<file path="src/common/cra_pkg.sv">
package cra_pkg;

    // widths of the exchanged values
    localparam int HALF_W = 64;
    localparam int SEED_W = 128;
    localparam int KEY_W  = 128;
    localparam int CHAL_W = 64;
    localparam int RESP_W = 32;

    // slots of the fresh value sources
    localparam int NUM_FRESH = 3;
    localparam int IDX_LOW   = 0;
    localparam int IDX_HIGH  = 1;
    localparam int IDX_CHAL  = 2;

    // reset values
    localparam logic [HALF_W-1:0] HALF_RST = 64'h0000_0000_0000_0000;
    localparam logic [SEED_W-1:0] SEED_RST = 128'h0000_0000_0000_0000_0000_0000_0000_0000;
    localparam logic [KEY_W-1:0]  KEY_RST  = 128'h0000_0000_0000_0000_0000_0000_0000_0000;
    localparam logic [RESP_W-1:0] RESP_RST = 32'h0000_0000;

    typedef enum logic [2:0] {
        ST_IDLE,
        ST_SEED,
        ST_DERIVE,
        ST_CHAL,
        ST_RESP
    } cra_state_t;

endpackage

</file>
<file path="src/verilog/cra_fixed_auth.sv">
// Behaviour
// - every reply carries the seed behind the session key with the fixed challenge
// - wide seed is high half over low half, each 64 bits
// - every random word is handed out only once; only a repeat of the last word taken is refused
// - on request reuse the stored key and seed or derive a new pair
// - derivation seed used once and never equal to a portable-side seed
// - stored key and seed kept until next derivation, reusable many times
// - each authentication takes a fixed challenge that differs from the one handed out before it
// - response computed from fixed challenge, portable challenge and session key
// - reply holds response, fixed challenge and seed used
// - an assigned pair is always used and its seed always sent back
// - key reuse or forced derivation per authentication is selectable
// - fixed-side and portable-side session keys never share a seed (checked only for a newly derived seed, not for assigned or reused pairs)
// - fixed and portable challenges are 64 bits wide
// - a new random fixed challenge for every fixed-side authentication
`timescale 1ns/10ps
`default_nettype none
module cra_fixed_auth
    import cra_pkg::*;
(
    // clock and reset
    input  wire logic              ref_clk_in,
    input  wire logic              rst_n_in,
    // request from the portable termination
    input  wire logic              req_valid_in,
    input  wire logic [CHAL_W-1:0] portable_challenge_in,
    // profile and roaming pair
    input  wire logic              reuse_allowed_in,
    input  wire logic              assigned_valid_in,
    input  wire logic [SEED_W-1:0] assigned_seed_in,
    input  wire logic [KEY_W-1:0]  assigned_key_in,
    input  wire logic [SEED_W-1:0] portable_seed_in,
    // random sources
    input  wire logic [HALF_W-1:0] seed_low_rand_in,
    input  wire logic              seed_low_rand_valid_in,
    input  wire logic [HALF_W-1:0] seed_high_rand_in,
    input  wire logic              seed_high_rand_valid_in,
    input  wire logic [CHAL_W-1:0] chal_rand_in,
    input  wire logic              chal_rand_valid_in,
    // fixed side key derivation unit
    output logic                   kd_start_out,
    output logic      [SEED_W-1:0] kd_seed_out,
    input  wire logic              kd_done_in,
    input  wire logic [KEY_W-1:0]  kd_key_in,
    // fixed response process unit
    output logic                   rp_start_out,
    output logic      [CHAL_W-1:0] rp_fixed_challenge_out,
    output logic      [CHAL_W-1:0] rp_portable_challenge_out,
    output logic      [KEY_W-1:0]  rp_key_out,
    input  wire logic              rp_done_in,
    input  wire logic [RESP_W-1:0] rp_response_in,
    // reply to the portable termination
    output logic                   reply_valid_out,
    output logic      [RESP_W-1:0] reply_response_out,
    output logic      [CHAL_W-1:0] reply_fixed_challenge_out,
    output logic      [SEED_W-1:0] reply_seed_out,
    // response check
    input  wire logic              check_valid_in,
    input  wire logic [RESP_W-1:0] check_response_in,
    output logic                   check_done_out,
    output logic                   check_pass_out,
    // status
    output logic                   busy_out,
    output logic                   stored_valid_out
);
    cra_state_t        state_reg;
    cra_state_t        state_next;
    logic [CHAL_W-1:0] pchal_reg;
    logic [CHAL_W-1:0] pchal_next;
    logic [SEED_W-1:0] seed_used_reg;
    logic [SEED_W-1:0] seed_used_next;
    logic [KEY_W-1:0]  key_used_reg;
    logic [KEY_W-1:0]  key_used_next;
    logic [SEED_W-1:0] stored_seed_reg;
    logic [SEED_W-1:0] stored_seed_next;
    logic [KEY_W-1:0]  stored_key_reg;
    logic [KEY_W-1:0]  stored_key_next;
    logic              stored_valid_reg;
    logic              stored_valid_next;
    logic              kd_start_reg;
    logic              kd_start_next;
    logic [SEED_W-1:0] kd_seed_reg;
    logic [SEED_W-1:0] kd_seed_next;
    logic              rp_start_reg;
    logic              rp_start_next;
    logic [CHAL_W-1:0] rp_fc_reg;
    logic [CHAL_W-1:0] rp_fc_next;
    logic [CHAL_W-1:0] rp_pc_reg;
    logic [CHAL_W-1:0] rp_pc_next;
    logic [KEY_W-1:0]  rp_key_reg;
    logic [KEY_W-1:0]  rp_key_next;
    logic              reply_valid_reg;
    logic              reply_valid_next;
    logic [RESP_W-1:0] reply_resp_reg;
    logic [RESP_W-1:0] reply_resp_next;
    logic [CHAL_W-1:0] reply_fc_reg;
    logic [CHAL_W-1:0] reply_fc_next;
    logic [SEED_W-1:0] reply_seed_reg;
    logic [SEED_W-1:0] reply_seed_next;
    logic [RESP_W-1:0] resp_store_reg;
    logic [RESP_W-1:0] resp_store_next;
    logic              busy_reg;
    logic              busy_next;

    logic [HALF_W-1:0] fresh_rand  [NUM_FRESH];
    logic              fresh_rv    [NUM_FRESH];
    logic [HALF_W-1:0] fresh_word  [NUM_FRESH];
    logic              fresh_ready [NUM_FRESH];
    logic              fresh_take  [NUM_FRESH];
    logic [SEED_W-1:0] seed_cand;

    assign fresh_rand[IDX_LOW]  = seed_low_rand_in;
    assign fresh_rv[IDX_LOW]    = seed_low_rand_valid_in;
    assign fresh_rand[IDX_HIGH] = seed_high_rand_in;
    assign fresh_rv[IDX_HIGH]   = seed_high_rand_valid_in;
    assign fresh_rand[IDX_CHAL] = chal_rand_in;
    assign fresh_rv[IDX_CHAL]   = chal_rand_valid_in;

    // one single-use source per seed half and for the fixed challenge
    genvar gi;
    generate
        for (gi = 0; gi < NUM_FRESH; gi++) begin : g_fresh
            cra_fresh_word u_fresh (
                .ref_clk_in    (ref_clk_in),
                .rst_n_in      (rst_n_in),
                .rand_word_in  (fresh_rand[gi]),
                .rand_valid_in (fresh_rv[gi]),
                .take_in       (fresh_take[gi]),
                .word_out      (fresh_word[gi]),
                .ready_out     (fresh_ready[gi])
            );
        end
    endgenerate

    assign seed_cand = {fresh_word[IDX_HIGH], fresh_word[IDX_LOW]};

    always_comb begin
        state_next        = state_reg;
        pchal_next        = pchal_reg;
        seed_used_next    = seed_used_reg;
        key_used_next     = key_used_reg;
        stored_seed_next  = stored_seed_reg;
        stored_key_next   = stored_key_reg;
        stored_valid_next = stored_valid_reg;
        kd_start_next     = 1'b0;
        kd_seed_next      = kd_seed_reg;
        rp_start_next     = 1'b0;
        rp_fc_next        = rp_fc_reg;
        rp_pc_next        = rp_pc_reg;
        rp_key_next       = rp_key_reg;
        reply_valid_next  = 1'b0;
        reply_resp_next   = reply_resp_reg;
        reply_fc_next     = reply_fc_reg;
        reply_seed_next   = reply_seed_reg;
        resp_store_next   = resp_store_reg;
        for (int i = 0; i < NUM_FRESH; i++) begin
            fresh_take[i] = 1'b0;
        end
        unique case (state_reg)
            // requests while busy are ignored; the terminal retries
            ST_IDLE: begin
                if (req_valid_in) begin
                    pchal_next = portable_challenge_in;
                    if (assigned_valid_in) begin
                        seed_used_next = assigned_seed_in;
                        key_used_next  = assigned_key_in;
                        state_next     = ST_CHAL;
                    end else if (reuse_allowed_in && stored_valid_reg) begin
                        seed_used_next = stored_seed_reg;
                        key_used_next  = stored_key_reg;
                        state_next     = ST_CHAL;
                    end else begin
                        state_next = ST_SEED;
                    end
                end
            end
            ST_SEED: begin
                if (fresh_ready[IDX_LOW] && fresh_ready[IDX_HIGH]) begin
                    // both halves are burnt even when refused, so none is ever retried
                    fresh_take[IDX_LOW]  = 1'b1;
                    fresh_take[IDX_HIGH] = 1'b1;
                    if (seed_cand != portable_seed_in) begin
                        kd_start_next = 1'b1;
                        kd_seed_next  = seed_cand;
                        state_next    = ST_DERIVE;
                    end
                end
            end
            ST_DERIVE: begin
                if (kd_done_in) begin
                    stored_seed_next  = kd_seed_reg;
                    stored_key_next   = kd_key_in;
                    stored_valid_next = 1'b1;
                    seed_used_next    = kd_seed_reg;
                    key_used_next     = kd_key_in;
                    state_next        = ST_CHAL;
                end
            end
            ST_CHAL: begin
                if (fresh_ready[IDX_CHAL]) begin
                    fresh_take[IDX_CHAL] = 1'b1;
                    rp_start_next = 1'b1;
                    rp_fc_next    = fresh_word[IDX_CHAL];
                    rp_pc_next    = pchal_reg;
                    rp_key_next   = key_used_reg;
                    state_next    = ST_RESP;
                end
            end
            ST_RESP: begin
                if (rp_done_in) begin
                    reply_valid_next = 1'b1;
                    reply_resp_next  = rp_response_in;
                    reply_fc_next    = rp_fc_reg;
                    reply_seed_next  = seed_used_reg;
                    resp_store_next  = rp_response_in;
                    state_next       = ST_IDLE;
                end
            end
        endcase
        busy_next = (state_next != ST_IDLE);
    end

    always_ff @(posedge ref_clk_in) begin
        if (!rst_n_in) begin
            state_reg        <= ST_IDLE;
            pchal_reg        <= HALF_RST;
            seed_used_reg    <= SEED_RST;
            key_used_reg     <= KEY_RST;
            stored_seed_reg  <= SEED_RST;
            stored_key_reg   <= KEY_RST;
            stored_valid_reg <= 1'b0;
            kd_start_reg     <= 1'b0;
            kd_seed_reg      <= SEED_RST;
            rp_start_reg     <= 1'b0;
            rp_fc_reg        <= HALF_RST;
            rp_pc_reg        <= HALF_RST;
            rp_key_reg       <= KEY_RST;
            reply_valid_reg  <= 1'b0;
            reply_resp_reg   <= RESP_RST;
            reply_fc_reg     <= HALF_RST;
            reply_seed_reg   <= SEED_RST;
            resp_store_reg   <= RESP_RST;
            busy_reg         <= 1'b0;
        end else begin
            state_reg        <= state_next;
            pchal_reg        <= pchal_next;
            seed_used_reg    <= seed_used_next;
            key_used_reg     <= key_used_next;
            stored_seed_reg  <= stored_seed_next;
            stored_key_reg   <= stored_key_next;
            stored_valid_reg <= stored_valid_next;
            kd_start_reg     <= kd_start_next;
            kd_seed_reg      <= kd_seed_next;
            rp_start_reg     <= rp_start_next;
            rp_fc_reg        <= rp_fc_next;
            rp_pc_reg        <= rp_pc_next;
            rp_key_reg       <= rp_key_next;
            reply_valid_reg  <= reply_valid_next;
            reply_resp_reg   <= reply_resp_next;
            reply_fc_reg     <= reply_fc_next;
            reply_seed_reg   <= reply_seed_next;
            resp_store_reg   <= resp_store_next;
            busy_reg         <= busy_next;
        end
    end

    cra_resp_cmp u_cmp (
        .ref_clk_in     (ref_clk_in),
        .rst_n_in       (rst_n_in),
        .check_valid_in (check_valid_in),
        .expected_in    (resp_store_reg),
        .received_in    (check_response_in),
        .done_out       (check_done_out),
        .pass_out       (check_pass_out)
    );

    assign kd_start_out              = kd_start_reg;
    assign kd_seed_out               = kd_seed_reg;
    assign rp_start_out              = rp_start_reg;
    assign rp_fixed_challenge_out    = rp_fc_reg;
    assign rp_portable_challenge_out = rp_pc_reg;
    assign rp_key_out                = rp_key_reg;
    assign reply_valid_out           = reply_valid_reg;
    assign reply_response_out        = reply_resp_reg;
    assign reply_fixed_challenge_out = reply_fc_reg;
    assign reply_seed_out            = reply_seed_reg;
    assign busy_out                  = busy_reg;
    assign stored_valid_out          = stored_valid_reg;

    // helper: previous challenge handed to the response unit
    logic [CHAL_W-1:0] prev_fc_reg;
    always_ff @(posedge ref_clk_in) begin
        if (!rst_n_in) begin
            prev_fc_reg <= HALF_RST;
        end else if (rp_start_reg) begin
            prev_fc_reg <= rp_fc_reg;
        end
    end
endmodule
`default_nettype wire

</file>
<file path="src/verilog/cra_fresh_word.sv">
`timescale 1ns/10ps
`default_nettype none
module cra_fresh_word
    import cra_pkg::*;
(
    // clock and reset
    input  wire logic              ref_clk_in,
    input  wire logic              rst_n_in,
    // random source
    input  wire logic [HALF_W-1:0] rand_word_in,
    input  wire logic              rand_valid_in,
    // consumer
    input  wire logic              take_in,
    output logic      [HALF_W-1:0] word_out,
    output logic                   ready_out
);
    logic [HALF_W-1:0] word_reg;
    logic [HALF_W-1:0] word_next;
    logic [HALF_W-1:0] last_reg;
    logic [HALF_W-1:0] last_next;
    logic              have_reg;
    logic              have_next;

    // a word is handed out once, then dropped; a repeat of the last one is refused
    always_comb begin
        word_next = word_reg;
        last_next = last_reg;
        have_next = have_reg;
        if (take_in && have_reg) begin
            have_next = 1'b0;
            last_next = word_reg;
        end
        if (rand_valid_in && !have_next && (rand_word_in != last_next)) begin
            word_next = rand_word_in;
            have_next = 1'b1;
        end
    end

    always_ff @(posedge ref_clk_in) begin
        if (!rst_n_in) begin
            word_reg <= HALF_RST;
            last_reg <= HALF_RST;
            have_reg <= 1'b0;
        end else begin
            word_reg <= word_next;
            last_reg <= last_next;
            have_reg <= have_next;
        end
    end

    assign word_out  = word_reg;
    assign ready_out = have_reg;
endmodule
`default_nettype wire

</file>
<file path="src/verilog/cra_resp_cmp.sv">
`timescale 1ns/10ps
`default_nettype none
module cra_resp_cmp
    import cra_pkg::*;
(
    // clock and reset
    input  wire logic              ref_clk_in,
    input  wire logic              rst_n_in,
    // compare request
    input  wire logic              check_valid_in,
    input  wire logic [RESP_W-1:0] expected_in,
    input  wire logic [RESP_W-1:0] received_in,
    // outcome
    output logic                   done_out,
    output logic                   pass_out
);
    logic done_reg;
    logic done_next;
    logic pass_reg;
    logic pass_next;

    always_comb begin
        done_next = check_valid_in;
        pass_next = pass_reg;
        if (check_valid_in) begin
            pass_next = (expected_in == received_in);
        end
    end

    always_ff @(posedge ref_clk_in) begin
        if (!rst_n_in) begin
            done_reg <= 1'b0;
            pass_reg <= 1'b0;
        end else begin
            done_reg <= done_next;
            pass_reg <= pass_next;
        end
    end

    assign done_out = done_reg;
    assign pass_out = pass_reg;
endmodule
`default_nettype wire

</file>
<file path="config.mk">
export PLATFORM = sky130hd
export DESIGN_NAME = cra_fixed_auth
export DESIGN_NICKNAME = d
export VERILOG_FILES = /design/src/common/cra_pkg.sv /design/src/verilog/cra_fixed_auth.sv /design/src/verilog/cra_fresh_word.sv /design/src/verilog/cra_resp_cmp.sv
export SDC_FILE = /design/constraint.sdc
export NUM_CORES = 2
export LEC_CHECK = 0
export BUFFER_PORTS_ARGS = -buffer_cell sky130_fd_sc_hd__buf_2
export CORE_AREA = 3 3 571 573
export CTS_CLUSTER_DIAMETER = 120
export CTS_CLUSTER_SIZE = 24
export DETAILED_ROUTE_END_ITERATION = 7
export DIE_AREA = 0 0 574 576
export GPL_ROUTABILITY_DRIVEN = 0
export SYNTH_ARGS = -nofsm -noshare
export SYNTH_HDL_FRONTEND = slang
export SYNTH_SLANG_ARGS = --single-unit
</file>
<file path="constraint.sdc">
create_clock -name ref_clk_in -period 4.45 [get_ports ref_clk_in]
set_input_delay 0.445 -clock ref_clk_in [delete_from_list [all_inputs] [get_ports ref_clk_in]]
set_output_delay 0.445 -clock ref_clk_in [all_outputs]
set_load 0.01 [all_outputs]
</file>
======== Word-level counts from Yosys, hierarchy flattened ========
Cells that the tools add are included.
word-level totals
  flip-flop bits (word level) ............. 1,581
  input port bits ......................... 843
  output and inout bits ................... 615
  logic and storage cells ................. 100
operators by class
  equal/unequal tests ..................... 12
  mux-type cells .......................... 34
  reductions and logical operators ........ 25
operator list
  kind                                            count
  2-to-1 mux 128 bit                              8
  one-hot mux 128 bit (2 select lines)            2
  2-to-1 mux 64 bit                               3
  inequality test 64 bit                          3
  inequality test 128 bit                         1
  == test 32 bit                                  1
  2-to-1 mux 3 bit                                6
  one-hot mux 3 bit (5 select lines)              1
  logical AND 1 bit                               11
  2-to-1 mux 1 bit                                10
  AND reduction 2 bit                             5
  2-to-1 mux 2 bit                                4
  == test 3 x 2 -> 1 bit (second input constant)  2
  AND reduction 3 bit                             2
  inequality test 2 bit (second input constant)   2
  AND reduction 4 bit                             1
  == test 3 x 1 -> 1 bit (second input constant)  1
  == test 3 bit (second input constant)           1
  zero test 1 bit                                 3
  zero test 3 bit                                 1
  inequality test 3 bit (second input constant)   1
  nonzero test 3 bit                              1
  nonzero test 2 bit                              1

======== Logic depth before layout (Yosys ltp) ========
  word-level depth ........................ 9
  mapped depth ............................ 14
  depth with buffers taken out ............ 8

======== By module ========
From an unflattened synthesis, not the netlist that was laid out.
second synthesis, totals
  cell total of the unflattened synthesis .. 8,256
  area total of the unflattened synthesis .. 69,554.2 µm²
modules (own cells, without submodules)
  module          times used  cells an instance  area an instance (µm²)  seq. area each (µm²)
  cra_fixed_auth  1           5,960              50,076.8                23,862.9
  cra_fresh_word  3           749                6,356.1                 2,582.5
  cra_resp_cmp    1           49                 409.1                   40.0

======== Worst setup path before layout ========
OpenSTA, ideal clock, no wires.
  path type ............................... in2reg
  start ................................... input portable_seed_in[82]
  end ..................................... register kd_seed_reg[100], in the netlist kd_seed_out[100]
  setup time .............................. 0.128 ns
  data arrival time ....................... 2.636 ns
  data required time ...................... 4.322 ns
  path slack .............................. 1.686 ns
  stages .................................. 11
  buffers on the path ..................... 3
  path through ............................ xor2_1 nor4_1 nand4_1 or4_1 nor4_1 nand2b_1 buf_2 buf_2 buf_4 mux2i_1 nor2_1
on the way
  cells in the longest elaborated chain, start to end .. 2
ends and longest elaborated chain
  what                                  RTL line               RTL
  start, declared                       cra_fixed_auth.sv:32   input wire logic [SEED_W-1:0] portable_seed_in,
  inequality test 128 bit               cra_fixed_auth.sv:182  if (seed_cand != portable_seed_in) begin
  AND reduction 3 bit (no source line)  --
  end signal, assigned                  cra_fixed_auth.sv:253  kd_seed_reg <= kd_seed_next;
  end, declared                         cra_fixed_auth.sv:82   logic [SEED_W-1:0] kd_seed_reg;
No other way between the ends.
A chain may end at the register's enable or synchronous reset.

======== Final worst setup path ========
  start ................................... register state_reg[1]
  end ..................................... register g_fresh[0].u_fresh.word_reg[54]
on the way
  cells in the longest elaborated chain, start to end .. 7
  elaborated cells between the ends (all ways) .. 9
  those cells by class .................... 2 x eq/ne; 3 x mux; 4 x reduce/logical
ends and longest elaborated chain
  what                                                       RTL line               RTL
  start, declared                                            cra_fixed_auth.sv:66   cra_state_t state_reg;
  start signal, assigned                                     cra_fixed_auth.sv:245  state_reg <= state_next;
  == test 3 x 1 -> 1 bit (*)                                 cra_fixed_auth.sv:159  unique case (state_reg)
  2-to-1 mux 2 bit (*)                                       cra_fixed_auth.sv:159
  logical AND 1 bit (*)                                      cra_fresh_word.sv:29   if (take_in && have_reg) begin
  branches (longest 3 deep; another with 2-to-1 mux 64 bit)  --
  logical AND 1 bit (*)                                      cra_fresh_word.sv:33   if (rand_valid_in && !have_next && (rand_word_in != last_next)) begin
  end signal, assigned                                       cra_fresh_word.sv:45   word_reg <= word_next;
  end, declared                                              cra_fresh_word.sv:17   logic [HALF_W-1:0] word_reg;
Every way passes the cells marked *.

==> metrics <==
status complete, no violations; Clk pwr share 0.304; design area 85510 sq um; global route total overflow 0; DR vias 66500; initial antenna violation count ~140; Inserted Clock Buffers 89; Setup CP Type reg -> reg; Crit path arrival time 4.98 ns; Starting DRT DRC Count about 7600; first-pass GRT wire length around 480 mm; Yosys top cell by area dfxtp_1; Resized Gates After CTS 0; crit start category register; most frequent cells after synthesis nand2_1, dfxtp_1, a21oi_1, nor2_1, mux2i_1; Die X approximately 570 um; Top FF cell, synth dfxtp_1; ANT nets after route 0; CTS clk-pin slew, worst paths approximately 0.11 ns; CP required roughly 5.2 ns; synth top area cells dfxtp_1, nand2_1, a21oi_1; Max Freq 0.2346 GHz; Min Clock Period, post-route 4.262 ns; die height 576 um; Clock Latency Late Sink 0.83 ns; Slew @ Worst Pin 1.277 ns; port bufs 1457; Post-CTS Repair Setup Buffers 0; PnR Total Power 30.67 mW; CORE AREA roughly 320000 sq um; Slew headroom 0.1488; post-placement setup slack 0.4539 ns; clk sink count 1581; count leader, synth nand2_1; DP HPWL 269.2 mm; Worst VDD drop approximately 0.00039 V; Layout area overhead 29.76%; drt total wl approximately 350 mm; share of layout cells above drive strength 1 0.1808; post-synthesis sequential element count 1581; root buffer cell clkbuf_16; Reg power frac 0.505; worst min path class in -> reg; Syn Nets 9033; ys async rst share 0; Synth top area share 0.4803; Tot GR Track Use 0.1991; drt pass-1 iters 7; RSZ-0062 raised after global routing no; Unique masters post-synth 68; Cell Rows 208; H-tree depth 3; Post-Syn Area approximately 66000 sq um; Cell Area, Placed 78130 sq um; # DRC 0; I/O pins 1458; Post-synth EDFFs 0; max-slew violation count 0; vias per inst 4.689; Pint 20.72 mW; Worst Skew between 0.05 and 0.06 ns; initial core utilization 0.2052; CTS tree yes; post-route core utilization 0.2663; Final Net Count 10580; vias in the first global route 61200; cells after synthesis approximately 8000; PwrDens 358.7 nW/um^2; Routed WL per cell approximately 25 um; Gate power share 0.191; setup TNS 0 ns; synthesized area per cell 8.046 sq um; largest net degree at the start of global routing between 150 and 200; period utilization 0.9579; Net Sw Frac 0.3243; critical path endpoint category register; Hold Vio Cnt, Final 0; Max Root-Sink Buffers 4; Seq/Total Area, Yosys 0.4803; crit-path max FO 35; Worst Slack Setup Final about 0.19 ns; setup violators final 0; Pleak 34.59 nW; Max-Cap Viols 0; die area 330600 sq um; YS warnings 0; Sw Pwr 9.948 mW
[final cells by class]
type / instances / area [sq um]
timing repair buffer: 2064 / 13630
clock buffer: 96 / 2295
antenna: 111 / 277.8
fill: 35160 / 235600
sequential: 1581 / 31650
inverter: 182 / 690.7
tap: 4305 / 5386
multi-input combinational: 5822 / 31210
clock inverter: 20 / 369.1
[final timing paths]
check                                      from                         endpoint  slack (ns)  cells past startpoint
worst max-delay path               state_reg[1]  g_fresh[0].u_fresh.word_out[54]        0.19                     12
worst min-delay path                   rst_n_in  g_fresh[0].u_fresh.word_out[41]         0.1                      3
worst max register to register     state_reg[1]  g_fresh[0].u_fresh.word_out[54]        0.19                     12
worst min register to register  key_used_reg[8]                    rp_key_out[8]        0.43                      2
[cell families (layout without fill, tap and decap cells)]
group,Yosys count,count (layout),synth area share
and+or+nand+nor,3166,3166,0.1896
AOI/OAI and AO/OA,1792,1792,0.1561
DFF,1581,1581,0.4803
buffers and inverters,787,2362,0.04813
muxes,583,583,0.08857
xor gates and xnor gates,281,281,0.03735
other,0,111,0
[per-stage QoR]
step / std cells / hold WS [ns]
4_1_cts: 14070 / 0.001234
5_1_grt: 14140 / 0.04363
3_5_place_dp: 13510 / 0.4423
2_1_floorplan: 8190 / 0.4321
6_report: 14180 / 0.09825
3_3_place_gp: 13510 / 0.4368
[power groups by stage]
stage	Clock, mW	Sequential (mW)	Combinational [mW]
after floorplan	0	15.5	3.16
after global placement	0	15.8	5.35
after detailed placement	0	15.8	5.39
after CTS	9.60	15.5	5.79
after global routing	10.0	15.5	6.32
final	9.33	15.5	5.86
[cell usage in the layout (no fill, tap or decap), drive strengths merged, types with 7 or more instances in the layout]
| cell | count |
|---|---|
| mux2i | 582 |
| a222oi | 12 |
| dlygate4sd3 | 443 |
| a211oi | 260 |
| nand2 | 2195 |
| a21boi | 21 |
| inv | 192 |
| o22ai | 62 |
| buf | 1621 |
| a22oi | 8 |
| a22o | 12 |
| nor3 | 41 |
| clkinv | 8 |
| nor2 | 724 |
| o2111ai | 17 |
| and2 | 7 |
| o21ai | 43 |
| o221ai | 14 |
| nor2b | 16 |
| nand2b | 27 |
| dfxtp | 1581 |
| xnor2 | 130 |
| nand4 | 43 |
| a2111oi | 20 |
| nor4 | 54 |
| xor2 | 151 |
| nand3 | 36 |
| diode | 111 |
| clkbuf | 96 |
| a221oi | 17 |
| a21oi | 1268 |
[routing by layer]
| metal | track usage | vias up | share of wire |
|---|---|---|---|
| li1 | - | 30540 | - |
| met1 | 0.2618 | 31750 | 0.41 |
| met2 | 0.2926 | 3468 | 0.42 |
| met3 | 0.06549 | 669 | 0.11 |
| met4 | 0.09311 | 68 | 0.051 |
| met5 | 0 | - | 0.0012 |
[what timing repair did]
| action | CTS | global route |
|---|---|---|
| hold endpoints to repair | 487 | 0 |
| hold buffers | 443 | 0 |
| endpoints found under the setup margin | 0 | 0 |
[worst max-delay path: stages (launching register included)]
cell,delay (ns)
dfxtp_1,0.39
buf_4,0.22
or3b_1,0.56
buf_4,0.29
o21ai_0,0.25
a21oi_1,0.13
a2111oi_0,0.47
nand4_1,0.19
nor4_2,0.38
a211oi_4,0.12
buf_4,0.34
mux2i_1,0.20
dlygate4sd3_1,0.58
Power figures use the tool's default switching activity.
